File: src/rwpg_pkg.sv
package rwpg_pkg;

    // ************************************************************
    // Clock and tick timing
    // ************************************************************
    localparam int CLK_HZ = 125_000_000;
    localparam int BASE_HZ = 10_000_000;
    localparam int TICK_GCD_HZ = 5_000_000;
    // Fractional step so that step/mod of the system clock gives 10 MHz
    localparam logic [5:0] TICK_STEP = 6'(BASE_HZ / TICK_GCD_HZ);
    localparam logic [5:0] TICK_MOD = 6'(CLK_HZ / TICK_GCD_HZ);
    localparam logic [3:0] DEC_LAST = 4'h9;
    localparam int DEC_STAGES = 4;
    localparam logic [5:0] DIV_STEPS = 6'h21;

    // ************************************************************
    // Register map
    // ************************************************************
    localparam logic [11:0] OFF_CTRL = 12'h000;
    localparam logic [11:0] OFF_PERIOD = 12'h004;
    localparam logic [11:0] OFF_DUTY = 12'h008;
    localparam logic [11:0] OFF_STATUS = 12'h00C;
    localparam logic [11:0] OFF_COUNT = 12'h010;

    localparam int CTRL_RUN_BIT = 0;
    localparam int CTRL_AUTO_BIT = 1;
    localparam int CTRL_SEL_LSB = 4;
    localparam int STAT_RUN_BIT = 0;
    localparam int STAT_OUT_BIT = 1;
    localparam int STAT_BUSY_BIT = 2;
    localparam int STAT_SEL_LSB = 4;

    localparam logic RUN_RST = 1'b1;
    localparam logic AUTO_RST = 1'b0;
    localparam logic [31:0] PERIOD_RST = 32'h0000_03E8;
    localparam logic [16:0] DUTY_RST = 17'h0_8000;
    localparam logic [16:0] DUTY_ONE = 17'h1_0000;
    localparam logic [16:0] LOW_MAX = 17'h1_0000;

    // ************************************************************
    // Clock source codes
    // ************************************************************
    typedef enum logic [2:0] {
        clk_sel_ten_meg = 3'h1,
        clk_sel_one_meg = 3'h2,
        clk_sel_hundred_k = 3'h3,
        clk_sel_ten_k = 3'h4,
        clk_sel_one_k = 3'h5
    } rwpg_clk_sel_t;

    localparam rwpg_clk_sel_t SEL_RST = clk_sel_ten_meg;

    typedef enum logic [1:0] {
        CALC_IDLE = 2'b00,
        CALC_START = 2'b01,
        CALC_WAIT = 2'b10
    } rwpg_calc_t;

    // Base ticks (100 ns) per tick of each source
    function automatic logic [13:0] rwpg_divisor(input rwpg_clk_sel_t sel);
        unique case (sel)
            clk_sel_ten_meg: rwpg_divisor = 14'h0001;
            clk_sel_one_meg: rwpg_divisor = 14'h000A;
            clk_sel_hundred_k: rwpg_divisor = 14'h0064;
            clk_sel_ten_k: rwpg_divisor = 14'h03E8;
            default: rwpg_divisor = 14'h2710;
        endcase
    endfunction

    // Fastest source whose 65536-tick span covers the period
    function automatic rwpg_clk_sel_t rwpg_auto_pick(input logic [31:0] per);
        if (per <= 32'h0001_0000)
            rwpg_auto_pick = clk_sel_ten_meg;
        else if (per <= 32'h000A_0000)
            rwpg_auto_pick = clk_sel_one_meg;
        else if (per <= 32'h0064_0000)
            rwpg_auto_pick = clk_sel_hundred_k;
        else if (per <= 32'h03E8_0000)
            rwpg_auto_pick = clk_sel_ten_k;
        else
            rwpg_auto_pick = clk_sel_one_k;
    endfunction

endpackage

File: src/rwpg_tick.sv
`timescale 1ns/1ps
module rwpg_tick
(
    input wire logic ref_clk_in,
    input wire logic rst_in,
    input wire rwpg_pkg::rwpg_clk_sel_t sel_in,
    output logic tick_out
);

    // ************************************************************
    // State
    // ************************************************************
    typedef struct packed {
        logic [5:0] acc;
        logic [rwpg_pkg::DEC_STAGES-1:0][3:0] cnt;
        logic tick;
    } rwpg_tick_st_t;

    rwpg_tick_st_t s_r;
    rwpg_tick_st_t s_nxt;
    logic [rwpg_pkg::DEC_STAGES:0] tk;
    logic [6:0] acc_sum;

    assign acc_sum = {1'b0, s_r.acc} + {1'b0, rwpg_pkg::TICK_STEP};
    assign tk[0] = (acc_sum >= {1'b0, rwpg_pkg::TICK_MOD});

    // Decade chain: each stage ticks once per ten of the previous
    genvar gi;
    generate
        for (gi = 0; gi < rwpg_pkg::DEC_STAGES; gi++)
        begin : g_dec
            assign tk[gi+1] = tk[gi] & (s_r.cnt[gi] == rwpg_pkg::DEC_LAST);
        end
    endgenerate

    always_comb
    begin
        s_nxt = s_r;
        s_nxt.acc = tk[0] ? 6'(acc_sum - {1'b0, rwpg_pkg::TICK_MOD})
                          : acc_sum[5:0];
        for (int i = 0; i < rwpg_pkg::DEC_STAGES; i++)
        begin
            if (tk[i])
                s_nxt.cnt[i] = (s_r.cnt[i] == rwpg_pkg::DEC_LAST) ? 4'h0
                               : 4'(s_r.cnt[i] + 4'h1);
        end
        unique case (sel_in)
            rwpg_pkg::clk_sel_ten_meg: s_nxt.tick = tk[0];
            rwpg_pkg::clk_sel_one_meg: s_nxt.tick = tk[1];
            rwpg_pkg::clk_sel_hundred_k: s_nxt.tick = tk[2];
            rwpg_pkg::clk_sel_ten_k: s_nxt.tick = tk[3];
            default: s_nxt.tick = tk[4];
        endcase
    end

    always_ff @(posedge ref_clk_in or posedge rst_in)
    begin
        if (rst_in)
            s_r <= '0;
        else
            s_r <= s_nxt;
    end

    assign tick_out = s_r.tick;

endmodule // rwpg_tick

File: src/rwpg_div.sv
`timescale 1ns/1ps
module rwpg_div
(
    input wire logic ref_clk_in,
    input wire logic rst_in,
    input wire logic start_in,
    input wire logic [32:0] dividend_in,
    input wire logic [13:0] divisor_in,
    output logic [32:0] quotient_out,
    output logic done_out
);

    // ************************************************************
    // Restoring divider, one quotient bit per clock
    // ************************************************************
    typedef struct packed {
        logic busy;
        logic [5:0] cnt;
        logic [14:0] rem;
        logic [32:0] quo;
        logic [13:0] dvs;
        logic done;
    } rwpg_div_st_t;

    rwpg_div_st_t s_r;
    rwpg_div_st_t s_nxt;
    logic [14:0] shifted;

    assign shifted = {s_r.rem[13:0], s_r.quo[32]};

    always_comb
    begin
        s_nxt = s_r;
        s_nxt.done = 1'b0;
        if (start_in)
        begin
            s_nxt.busy = 1'b1;
            s_nxt.cnt = rwpg_pkg::DIV_STEPS;
            s_nxt.rem = '0;
            s_nxt.quo = dividend_in;
            s_nxt.dvs = divisor_in;
        end
        else if (s_r.busy)
        begin
            s_nxt.quo = {s_r.quo[31:0], 1'b0};
            s_nxt.rem = shifted;
            if (shifted >= {1'b0, s_r.dvs})
            begin
                s_nxt.rem = shifted - {1'b0, s_r.dvs};
                s_nxt.quo[0] = 1'b1;
            end
            s_nxt.cnt = s_r.cnt - 6'h01;
            if (s_r.cnt == 6'h01)
            begin
                s_nxt.busy = 1'b0;
                s_nxt.done = 1'b1;
            end
        end
    end

    always_ff @(posedge ref_clk_in or posedge rst_in)
    begin
        if (rst_in)
            s_r <= '0;
        else
            s_r <= s_nxt;
    end

    assign quotient_out = s_r.quo;
    assign done_out = s_r.done;

endmodule // rwpg_div

File: src/rwpg_top.sv
// Overview of operation
// - Stop forces output high immediately
// - Stopped generator ignores all gate triggers
// - Start enables triggering; repeat start harmless
// - Generator runs straight out of reset
// - Period changes the low interval, and in auto mode the source
// - Low count limited to 65536 source ticks
// - Auto clock switch may corrupt pulses
// - Auto mode period limit is 1 kHz's
// - Low interval equals duty times period
// - Source codes one to five, plus auto
//
// The register offsets and the APB interface to the registers were chosen for this implementation.
`timescale 1ns/1ps
module rwpg_top
(
    input wire logic ref_clk_in,
    input wire logic rst_in,
    input wire logic psel_in,
    input wire logic penable_in,
    input wire logic pwrite_in,
    input wire logic [11:0] paddr_in,
    input wire logic [31:0] pwdata_in,
    output logic [31:0] prdata_out,
    output logic pready_out,
    output logic pslverr_out,
    input wire logic gate_in,
    output logic pulse_out
);

    // ************************************************************
    // State
    // ************************************************************
    typedef struct packed {
        logic run;
        logic auto_sel;
        logic [2:0] sel_req;
        logic [31:0] period;
        logic [16:0] duty;
        rwpg_pkg::rwpg_clk_sel_t sel_act;
        rwpg_pkg::rwpg_clk_sel_t sel_calc;
        logic [16:0] low_ticks;
        logic [16:0] count;
        logic pend;
        rwpg_pkg::rwpg_calc_t calc;
        logic gate_d;
        logic pulse;
        logic pready;
        logic pslverr;
        logic [31:0] prdata;
    } rwpg_st_t;

    localparam rwpg_st_t ST_RST = '{
        run: rwpg_pkg::RUN_RST,
        auto_sel: rwpg_pkg::AUTO_RST,
        sel_req: rwpg_pkg::SEL_RST,
        period: rwpg_pkg::PERIOD_RST,
        duty: rwpg_pkg::DUTY_RST,
        sel_act: rwpg_pkg::SEL_RST,
        sel_calc: rwpg_pkg::SEL_RST,
        low_ticks: '0,
        count: '0,
        pend: 1'b1,
        calc: rwpg_pkg::CALC_IDLE,
        gate_d: 1'b0,
        pulse: 1'b1,
        pready: 1'b0,
        pslverr: 1'b0,
        prdata: '0
    };

    // ************************************************************
    // Signals
    // ************************************************************
    rwpg_st_t s_r;
    rwpg_st_t s_nxt;

    logic tick;
    logic div_start;
    logic div_done;
    logic [32:0] quotient;
    logic [48:0] product;
    logic [32:0] dividend;
    logic [13:0] divisor;

    logic setup;
    logic access;
    logic mapped;
    logic trig;
    logic wr_en;
    logic [31:0] ctrl_view;
    logic [31:0] stat_view;

    // ************************************************************
    // Tick source
    // ************************************************************
    rwpg_tick u_tick
    (
        .ref_clk_in(ref_clk_in),
        .rst_in(rst_in),
        .sel_in(s_r.sel_act),
        .tick_out(tick)
    );

    // ************************************************************
    // Low-time divider
    // ************************************************************
    // Low time in 100 ns units is period times duty (duty in 1/65536)
    assign product = 49'(s_r.period) * 49'(s_r.duty);
    assign dividend = product[48:16];
    // Base ticks per tick of the source being computed for
    assign divisor = rwpg_pkg::rwpg_divisor(s_r.sel_calc);

    rwpg_div u_div
    (
        .ref_clk_in(ref_clk_in),
        .rst_in(rst_in),
        .start_in(div_start),
        .dividend_in(dividend),
        .divisor_in(divisor),
        .quotient_out(quotient),
        .done_out(div_done)
    );

    // ************************************************************
    // Bus decode and read views
    // ************************************************************
    assign setup = psel_in & ~penable_in;
    assign access = psel_in & penable_in & s_r.pready;
    // Refused writes never reach the registers
    assign wr_en = access & pwrite_in & ~s_r.pslverr;

    // Full 12-bit decode; any other address answers with an error
    always_comb
    begin
        unique case (paddr_in)
            rwpg_pkg::OFF_CTRL,
            rwpg_pkg::OFF_PERIOD,
            rwpg_pkg::OFF_DUTY,
            rwpg_pkg::OFF_STATUS,
            rwpg_pkg::OFF_COUNT: mapped = 1'b1;
            default: mapped = 1'b0;
        endcase
    end

    // Read views of the control and status words
    always_comb
    begin
        ctrl_view = '0;
        ctrl_view[rwpg_pkg::CTRL_RUN_BIT] = s_r.run;
        ctrl_view[rwpg_pkg::CTRL_AUTO_BIT] = s_r.auto_sel;
        ctrl_view[rwpg_pkg::CTRL_SEL_LSB +: 3] = s_r.sel_req;
        stat_view = '0;
        stat_view[rwpg_pkg::STAT_RUN_BIT] = s_r.run;
        stat_view[rwpg_pkg::STAT_OUT_BIT] = s_r.pulse;
        stat_view[rwpg_pkg::STAT_BUSY_BIT] =
            (s_r.calc != rwpg_pkg::CALC_IDLE) | s_r.pend;
        stat_view[rwpg_pkg::STAT_SEL_LSB +: 3] = s_r.sel_act;
    end

    // ************************************************************
    // Gate edge
    // ************************************************************
    // Rising edge of the gate; run is checked in the one-shot
    assign trig = gate_in & ~s_r.gate_d;

    // ************************************************************
    // Next-state logic
    // ************************************************************
    always_comb
    begin
        s_nxt = s_r;
        div_start = 1'b0;

        // ********************************************************
        // Recompute of low ticks and source after any setting change
        // ********************************************************
        unique case (s_r.calc)
            rwpg_pkg::CALC_IDLE:
            begin
                if (s_r.pend)
                begin
                    s_nxt.pend = 1'b0;
                    s_nxt.calc = rwpg_pkg::CALC_START;
                    if (s_r.auto_sel)
                        s_nxt.sel_calc =
                            rwpg_pkg::rwpg_auto_pick(s_r.period);
                    else if (s_r.sel_req >= 3'(rwpg_pkg::clk_sel_ten_meg) &&
                             s_r.sel_req <= 3'(rwpg_pkg::clk_sel_one_k))
                        s_nxt.sel_calc =
                            rwpg_pkg::rwpg_clk_sel_t'(s_r.sel_req);
                    else
                        s_nxt.sel_calc = rwpg_pkg::clk_sel_ten_meg;
                end
            end
            rwpg_pkg::CALC_START:
            begin
                div_start = 1'b1;
                s_nxt.calc = rwpg_pkg::CALC_WAIT;
            end
            rwpg_pkg::CALC_WAIT:
            begin
                if (div_done)
                begin
                    // Source swaps here; a pulse in flight keeps
                    // counting on the new rate
                    s_nxt.sel_act = s_r.sel_calc;
                    // Low time saturates at 65536 source ticks
                    s_nxt.low_ticks = (quotient > 33'(rwpg_pkg::LOW_MAX))
                        ? rwpg_pkg::LOW_MAX : quotient[16:0];
                    s_nxt.calc = rwpg_pkg::CALC_IDLE;
                end
            end
            default:
            begin
                s_nxt.calc = rwpg_pkg::CALC_IDLE;
            end
        endcase

        // ********************************************************
        // Bus slave: answer one cycle after setup
        // ********************************************************
        s_nxt.pready = setup;
        s_nxt.pslverr = setup & ~mapped;
        if (setup)
        begin
            unique case (paddr_in)
                rwpg_pkg::OFF_CTRL: s_nxt.prdata = ctrl_view;
                rwpg_pkg::OFF_PERIOD: s_nxt.prdata = s_r.period;
                rwpg_pkg::OFF_DUTY: s_nxt.prdata = {15'h0000, s_r.duty};
                rwpg_pkg::OFF_STATUS: s_nxt.prdata = stat_view;
                rwpg_pkg::OFF_COUNT: s_nxt.prdata = {15'h0000, s_r.count};
                default: s_nxt.prdata = '0;
            endcase
        end

        // ********************************************************
        // Writes set pending after the FSM so a new change is never lost
        // ********************************************************
        if (wr_en)
        begin
            unique case (paddr_in)
                rwpg_pkg::OFF_CTRL:
                begin
                    s_nxt.run = pwdata_in[rwpg_pkg::CTRL_RUN_BIT];
                    s_nxt.auto_sel = pwdata_in[rwpg_pkg::CTRL_AUTO_BIT];
                    s_nxt.sel_req = pwdata_in[rwpg_pkg::CTRL_SEL_LSB +: 3];
                    s_nxt.pend = 1'b1;
                end
                rwpg_pkg::OFF_PERIOD:
                begin
                    s_nxt.period = pwdata_in;
                    s_nxt.pend = 1'b1;
                end
                rwpg_pkg::OFF_DUTY:
                begin
                    s_nxt.duty = (pwdata_in[16:0] > rwpg_pkg::DUTY_ONE)
                        ? rwpg_pkg::DUTY_ONE : pwdata_in[16:0];
                    s_nxt.pend = 1'b1;
                end
                default:
                begin
                end
            endcase
        end

        // ********************************************************
        // One-shot output, uses the run value of this very edge
        // ********************************************************
        s_nxt.gate_d = gate_in;
        if (!s_nxt.run)
        begin
            s_nxt.count = '0;
            s_nxt.pulse = 1'b1;
        end
        else if (trig)
        begin
            s_nxt.count = s_r.low_ticks;
            // Zero low ticks: the trigger leaves the output high
            s_nxt.pulse = (s_r.low_ticks == '0);
        end
        else if (tick && s_r.count != '0)
        begin
            s_nxt.count = s_r.count - 17'h0_0001;
            if (s_r.count == 17'h0_0001)
                s_nxt.pulse = 1'b1;
        end
    end

    // ************************************************************
    // State register
    // ************************************************************
    always_ff @(posedge ref_clk_in or posedge rst_in)
    begin
        if (rst_in)
            s_r <= ST_RST;
        else
            s_r <= s_nxt;
    end

    // ************************************************************
    // Outputs
    // ************************************************************
    assign prdata_out = s_r.prdata;
    assign pready_out = s_r.pready;
    assign pslverr_out = s_r.pslverr;
    assign pulse_out = s_r.pulse;

endmodule // rwpg_top

File: config.mk
export PLATFORM = sky130hd
export DESIGN_NAME = rwpg_top
export DESIGN_NICKNAME = d
export VERILOG_FILES = /design/src/rwpg_pkg.sv /design/src/rwpg_tick.sv /design/src/rwpg_div.sv /design/src/rwpg_top.sv
export SDC_FILE = /design/constraint.sdc
export NUM_CORES = 2
export LEC_CHECK = 0
export BUFFER_PORTS_ARGS = -buffer_cell sky130_fd_sc_hd__buf_2
export CAP_MARGIN = 20
export CORE_MARGIN = 1
export CORE_UTILIZATION = 45
export DETAILED_ROUTE_END_ITERATION = 8
export GPL_ROUTABILITY_DRIVEN = 0
export PLACE_DENSITY_LB_ADDON = 0.25
export SYNTH_ARGS = -nofsm -noshare
export SYNTH_HDL_FRONTEND = slang
export SYNTH_HIERARCHICAL = 1
export SYNTH_SLANG_ARGS = --single-unit
export TNS_END_PERCENT = 5
File: constraint.sdc
create_clock -name ref_clk_in -period 6.5 [get_ports ref_clk_in]
set_input_delay 0.65 -clock ref_clk_in [delete_from_list [all_inputs] [get_ports ref_clk_in]]
set_output_delay 0.65 -clock ref_clk_in [all_outputs]
set_load 0.01 [all_outputs]
-- Word level (Yosys, flattened, before mapping)
Index checks and enable logic that the tools add are counted.
- muxes and demuxes: 43
- eq/ne operators: 24
- bitwise logic cells: 16
- reductions and logical operators: 17
- order comparisons: 10
- multiply operators: 1
- $add $sub $neg: 9
- operators by type and width (operator ; number):
    $pmux W32 S5 ; 1
    $mux W55 ; 2
    $mux W17 ; 6
    $pmux W14 S4 ; 1
    $mux W54 ; 1
    $mul A32 B17 Y49 ; 1
    $gt A33 B17 Y1 const B ; 1
    $le A32 B17 Y1 const B ; 1
    $le A32 B20 Y1 const B ; 1
    $le A32 B23 Y1 const B ; 1
    $le A32 B26 Y1 const B ; 1
    $mux W32 ; 1
    $eq A12 B4 Y1 const B ; 2
    $eq A17 B1 Y1 const B ; 1
    $gt A17 B17 Y1 const B ; 1
    $logic_not A17 Y1 ; 1
    $reduce_bool A17 Y1 ; 1
    $sub A17 B1 Y17 const B ; 1
    $add A4 B1 Y4 const B ; 4
    $eq A4 B4 Y1 const B ; 4
    $mux W4 ; 4
    $ge A15 B14 Y1 ; 1
    $mux W1 ; 15
    $mux W15 ; 1
    34 further kinds ; 66
- output and inout port bits: 35
- flip-flop bits (word level): 225
- input port bits: 50
- logic and storage cells: 148

-- Logic depth before layout (Yosys ltp)
- depth in word-level cells: 7
- mapped depth: 28
- gate-level depth less buffers: 25

-- By module
Netlist, hierarchy kept.
- by module, submodules not included (module ; cells an instance ; times used ; area each (sq um) ; seq. area each (sq um)):
    rwpg_top ; 2563 ; 1 ; 23187.2 ; 3344.5
    rwpg_div ; 459 ; 1 ; 4285.4 ; 1726.7
    rwpg_tick ; 133 ; 1 ; 1326.3 ; 575.6

-- Worst setup path after synthesis
Ideal clock, no wire load.
- path kind: reg-to-reg
- from: register, netlist name s_r[118]
- to: register u_div.s_r, in the netlist u_div/quotient_out[29]
- buffers on the path: 3
- setup time: 134 ps
- arrival: 6463 ps
- stages on the path, launching flop included: 26
- slack: -97 ps
- data required time: 6366 ps
- clock period less this slack: 6597 ps
- cell sequence: dfrtp_1 > clkbuf_1 > clkbuf_1 > nand2_1 > fa_1 > inv_1 > fa_1 > fa_1 > fa_1 > fa_1 > inv_1 > fa_1 > inv_1 > ha_1 > clkbuf_1 > a21o_1 > a21oi_1 > nor2_1 > a221o_1 > a221oi_1 > a31oi_1 > a41oi_1 > nor2_1 > a211o_1 > nand2_1 > o21ai_0
- RTL lines (what ; RTL line ; RTL):
    to (signal assigned) ; rwpg_div.sv:66 ; s_r <= s_nxt;
    to (decl) ; rwpg_div.sv:25 ; rwpg_div_st_t s_r;

==> results.yml <==
floorplanning:
  dieWidth_um: 255
  num_rows: 92
  fp.dieH_um: 255
  pin_count: 85
  core_area_um2: 63200
  initial_core_util: 0.456
  dieArea_um2: 65000
synthesis:
  ys_seq_area_frac: 0.196
  syn_area_um2: 28800
  synth_fa_ha_area_frac: 0.374
  async_reset_ff_frac: 1.00
  yosysWarnings: 6
  synth_top_family_by_area: "adder cells"
  synth_cells: 3155
  synth_compound_area_frac: 0.0925
  ys.flop_type: "dfrtp_1"
  synth_enable_flop_cells: 0
  ys_ff_latch: 225
  synth_cell_type_count: 101
  synth_mux_area_frac: 0.0320
  synth_area_per_cell_um2: 9.13
  synth-simple-area-share: 0.172
  synthXorXnorAreaFrac: 0.0219
worst_hold_path:
  hp-class: "input pin to flop"
  min_to: "s_r[35]"
  whs_path_depth: 1
  hp-start: "gate_in"
placement:
  io_buffers: 84
  dp_hpwl_um: 65300
  dp_slack_ns: -0.304
  dpl_cell_area_um2: 31200
  dp.cells: 4093
sta:
  fmax_mhz: 153
  worst_slack_ns: -0.0264
  relSlewSlack: 0.232
  tightestPinTransition_ns: 1.15
  finalMaxSlewViolations: 0
  finalSetupViolCount: 1
  finalHoldViolations: 0
  rsz0062_at_grt: "yes"
  fin_crit_ns: 6.53
  fin_crit_sh: 1.00
  fin_skew_ns: 0.0558
clock_network:
  cts-htree-levels: 1
  clkTransAtPathRegs_ns: 0.07
  root_buffer: "clkbuf_16"
  numCtsBuffers: 28
  clk_path_buf_depth: 3
  clkSinkCount: 225
  tritoncts: "done"
  clock_latency_ns: 0.61
pwr:
  ir_worst_vdd_mv: 0.353
  p_seq_frac: 0.414
  p_clk_frac: 0.488
  powerDensity_nw_per_um2: 108
  p_switching_mw: 0.938
  p_comb_frac: 0.098
  swShare: 0.267
  leakage_nw: 16.2
  intPower_mw: 2.57
route:
  drc_errors: 0
  drt-initial-drc-count: 1634
  viasPerCell: 5.39
  wl_um: 79100
  antenna_left: 0
  num_vias: 22400
  drtPass1Iterations: 8
  post_drt_wl_per_cell_um: 19.0
final_layout:
  area_growth_pct: 13.1
  finalInstanceArea_um2: 32600
  drive_gt1_frac: 0.166
  final_cell_count_no_fill: 4157
  fin_nets: 3928
outcome:
  failed_checks: "setup timing"
  status: "complete, but fails checks"
worst_setup_path:
  cp-startpoint: "s_r[84]"
  crit_path_end_kind: "flop"
  r2r-end: "u_div/quotient_out[29]"
  worstPathArrival_ns: 6.97
  reg2regPathDepth: 25
  r2r-start: "s_r[84]"
  r2r_slack_ns: -0.03
  crit_type: "flop to flop"
  required_ns: 6.95
  cp_max_fo: 12
  startpoint_type: "flop"
global_routing:
  grt_usage: 0.247
  grt_pass1_wl_um: 125000
  grt_max_degree: 106
  antenna_found_initial: 0
  grt_pass1_vias: 23200
  grt_overflow_total: 0
job:
  drv_cap: 0
kinds of logic (layout without fill, tap and decap cells):
kind of cell / after synthesis / in the layout
compound gates: 383 / 383
xor+xnor: 71 / 71
fa+ha+maj: 591 / 591
buf+inv: 782 / 935
flops: 225 / 225
mux: 86 / 86
other cells: 1 / 4
simple gates: 1016 / 1016
power groups by stage:
stage | combinational [mW] | sequential (mW) | clock, mW
2_1_floorplan | 0.256 | 1.46 | 0
3_3_place_gp | 0.333 | 1.48 | 0
3_5_place_dp | 0.338 | 1.48 | 0
4_1_cts | 0.341 | 1.45 | 1.74
5_1_grt | 0.378 | 1.45 | 1.79
6_report | 0.346 | 1.45 | 1.71
state kept, by name, indices dropped and copies added, names as in the netlist:
signal	count
pready_out	1
pulse_out	1
ctrl_view	5
u_div/done_out	1
u_tick/tick_out	1
u_div/s_r	35
s_r	93
prdata_out	32
u_tick/s_r	22
pslverr_out	1
u_div/quotient_out	33
worst max path at each step:
stage	endpoint	slack (ns)	cells after the start
final	u_div/quotient_out[29]	-0.03	25
after global routing	u_div/quotient_out[29]	-0.25	25
after CTS	u_div/quotient_out[29]	-0.03	23
after detailed placement	u_div/quotient_out[29]	-0.30	26
after global placement	u_div/quotient_out[29]	-0.31	26
after floorplan	u_div/quotient_out[29]	0.03	23
placed cells by master (no fill, tap or decap), types with 9 or more instances in the layout:
| cell | n |
|---|---|
| nand4_1 | 20 |
| dfstp_2 | 13 |
| nand3_1 | 37 |
| nand2_1 | 505 |
| buf_12 | 19 |
| nor4_1 | 27 |
| o211ai_1 | 11 |
| clkbuf_16 | 28 |
| ha_1 | 141 |
| xnor2_1 | 44 |
| a211o_1 | 9 |
| a21oi_1 | 57 |
| mux2i_1 | 38 |
| o21ai_0 | 108 |
| nand3b_1 | 9 |
| nor3_1 | 19 |
| a22o_1 | 38 |
| fa_1 | 444 |
| xor2_1 | 24 |
| and2_1 | 215 |
| a211oi_1 | 18 |
| dfrtp_1 | 205 |
| and3_1 | 11 |
| nor2_1 | 88 |
| a222oi_1 | 17 |
| inv_1 | 535 |
| mux2_2 | 47 |
| a21o_1 | 16 |
| buf_4 | 234 |
| a21oi_2 | 12 |
| o21a_1 | 9 |
| nor2b_1 | 13 |
| buf_2 | 84 |
| nand2b_1 | 15 |
metrics by stage:
step	TNS (ns)	util	hold WS (ns)	total power, mW
floorplan	0	-	0.440	1.72
global placement	-1.28	0.494	0.447	1.81
detailed placement	-1.53	0.494	0.455	1.82
CTS	-0.0275	0.512	0.173	3.53
global route	-2.06	0.515	0.179	3.62
finish	-0.0264	0.515	0.202	3.51
layer usage:
metal,wire length [µm],up-vias,global-route usage
met5,0,-,0
met4,2850,0,0.0838
li1,-,10100,-
met2,38200,650,0.409
met3,5550,147,0.0502
met1,32500,11500,0.322
worst max-delay path, cell delays in order (launching register included):
cell and delay [ns]:
dfrtp_2 0.45, buf_12 0.15, buf_4 0.13, and2_1 0.17
fa_1 0.53, inv_1 0.05, fa_1 0.45, fa_1 0.51
inv_1 0.05, fa_1 0.54, fa_1 0.52, inv_1 0.05
fa_1 0.49, inv_1 0.05, ha_1 0.34, nand2_1 0.09
o21ai_2 0.21, nand2b_1 0.15, a31oi_2 0.30, nand4_1 0.20
a31oi_1 0.22, buf_4 0.16, a41oi_4 0.10, a211o_1 0.28
nand2_1 0.06, o21ai_0 0.09
cells in the mapped netlist, drive strengths merged (7+ instances only):
cell type    n  area share
mux2        48       0.019
a311oi      11      0.0040
nor3        20      0.0035
o211ai      11      0.0029
fa         448        0.31
nand4       20      0.0043
nor4        29      0.0073
nor3b        8      0.0024
a21o        18      0.0052
mux2i       38       0.013
nand3       39      0.0071
or2          7      0.0015
inv        539       0.070
and3        11      0.0024
o21bai       7      0.0018
buf         83       0.020
and2       216       0.047
nor2        89       0.012
a31oi        7      0.0015
a22o        38       0.012
a222oi      17      0.0059
nand3b       9      0.0023
ha         143       0.062
o21a         9      0.0023
a211o        9      0.0027
a21oi       71       0.013
or3          9      0.0023
dfrtp      212        0.18
dfstp       13       0.012
o21ai      119       0.021
nor2b       16      0.0040
nand2      507       0.067
nand2b      16      0.0036
xnor2       47       0.015
xor2        24      0.0073
or4          9      0.0026
clkbuf     159       0.021
a211oi      19      0.0050
final cells by class:
cell class / count / area (µm²)
Clock buffer: 34 / 783
Multi-Input combinational cell: 2149 / 20200
Inverter: 540 / 2030
Fill cell: 5754 / 30600
Timing Repair Buffer: 343 / 2640
Sequential cell: 225 / 5660
Antenna cell: 2 / 5.00
Tap cell: 846 / 1060
Clock inverter: 18 / 234
repair_timing:
item	CTS	global route
buffers inserted	4	3
hold buffers	0	0
resized for setup	18	36
pin swaps	6	15
endpoints found under the setup margin	14	19
Note: power is estimated with default switching activity, not from simulation.
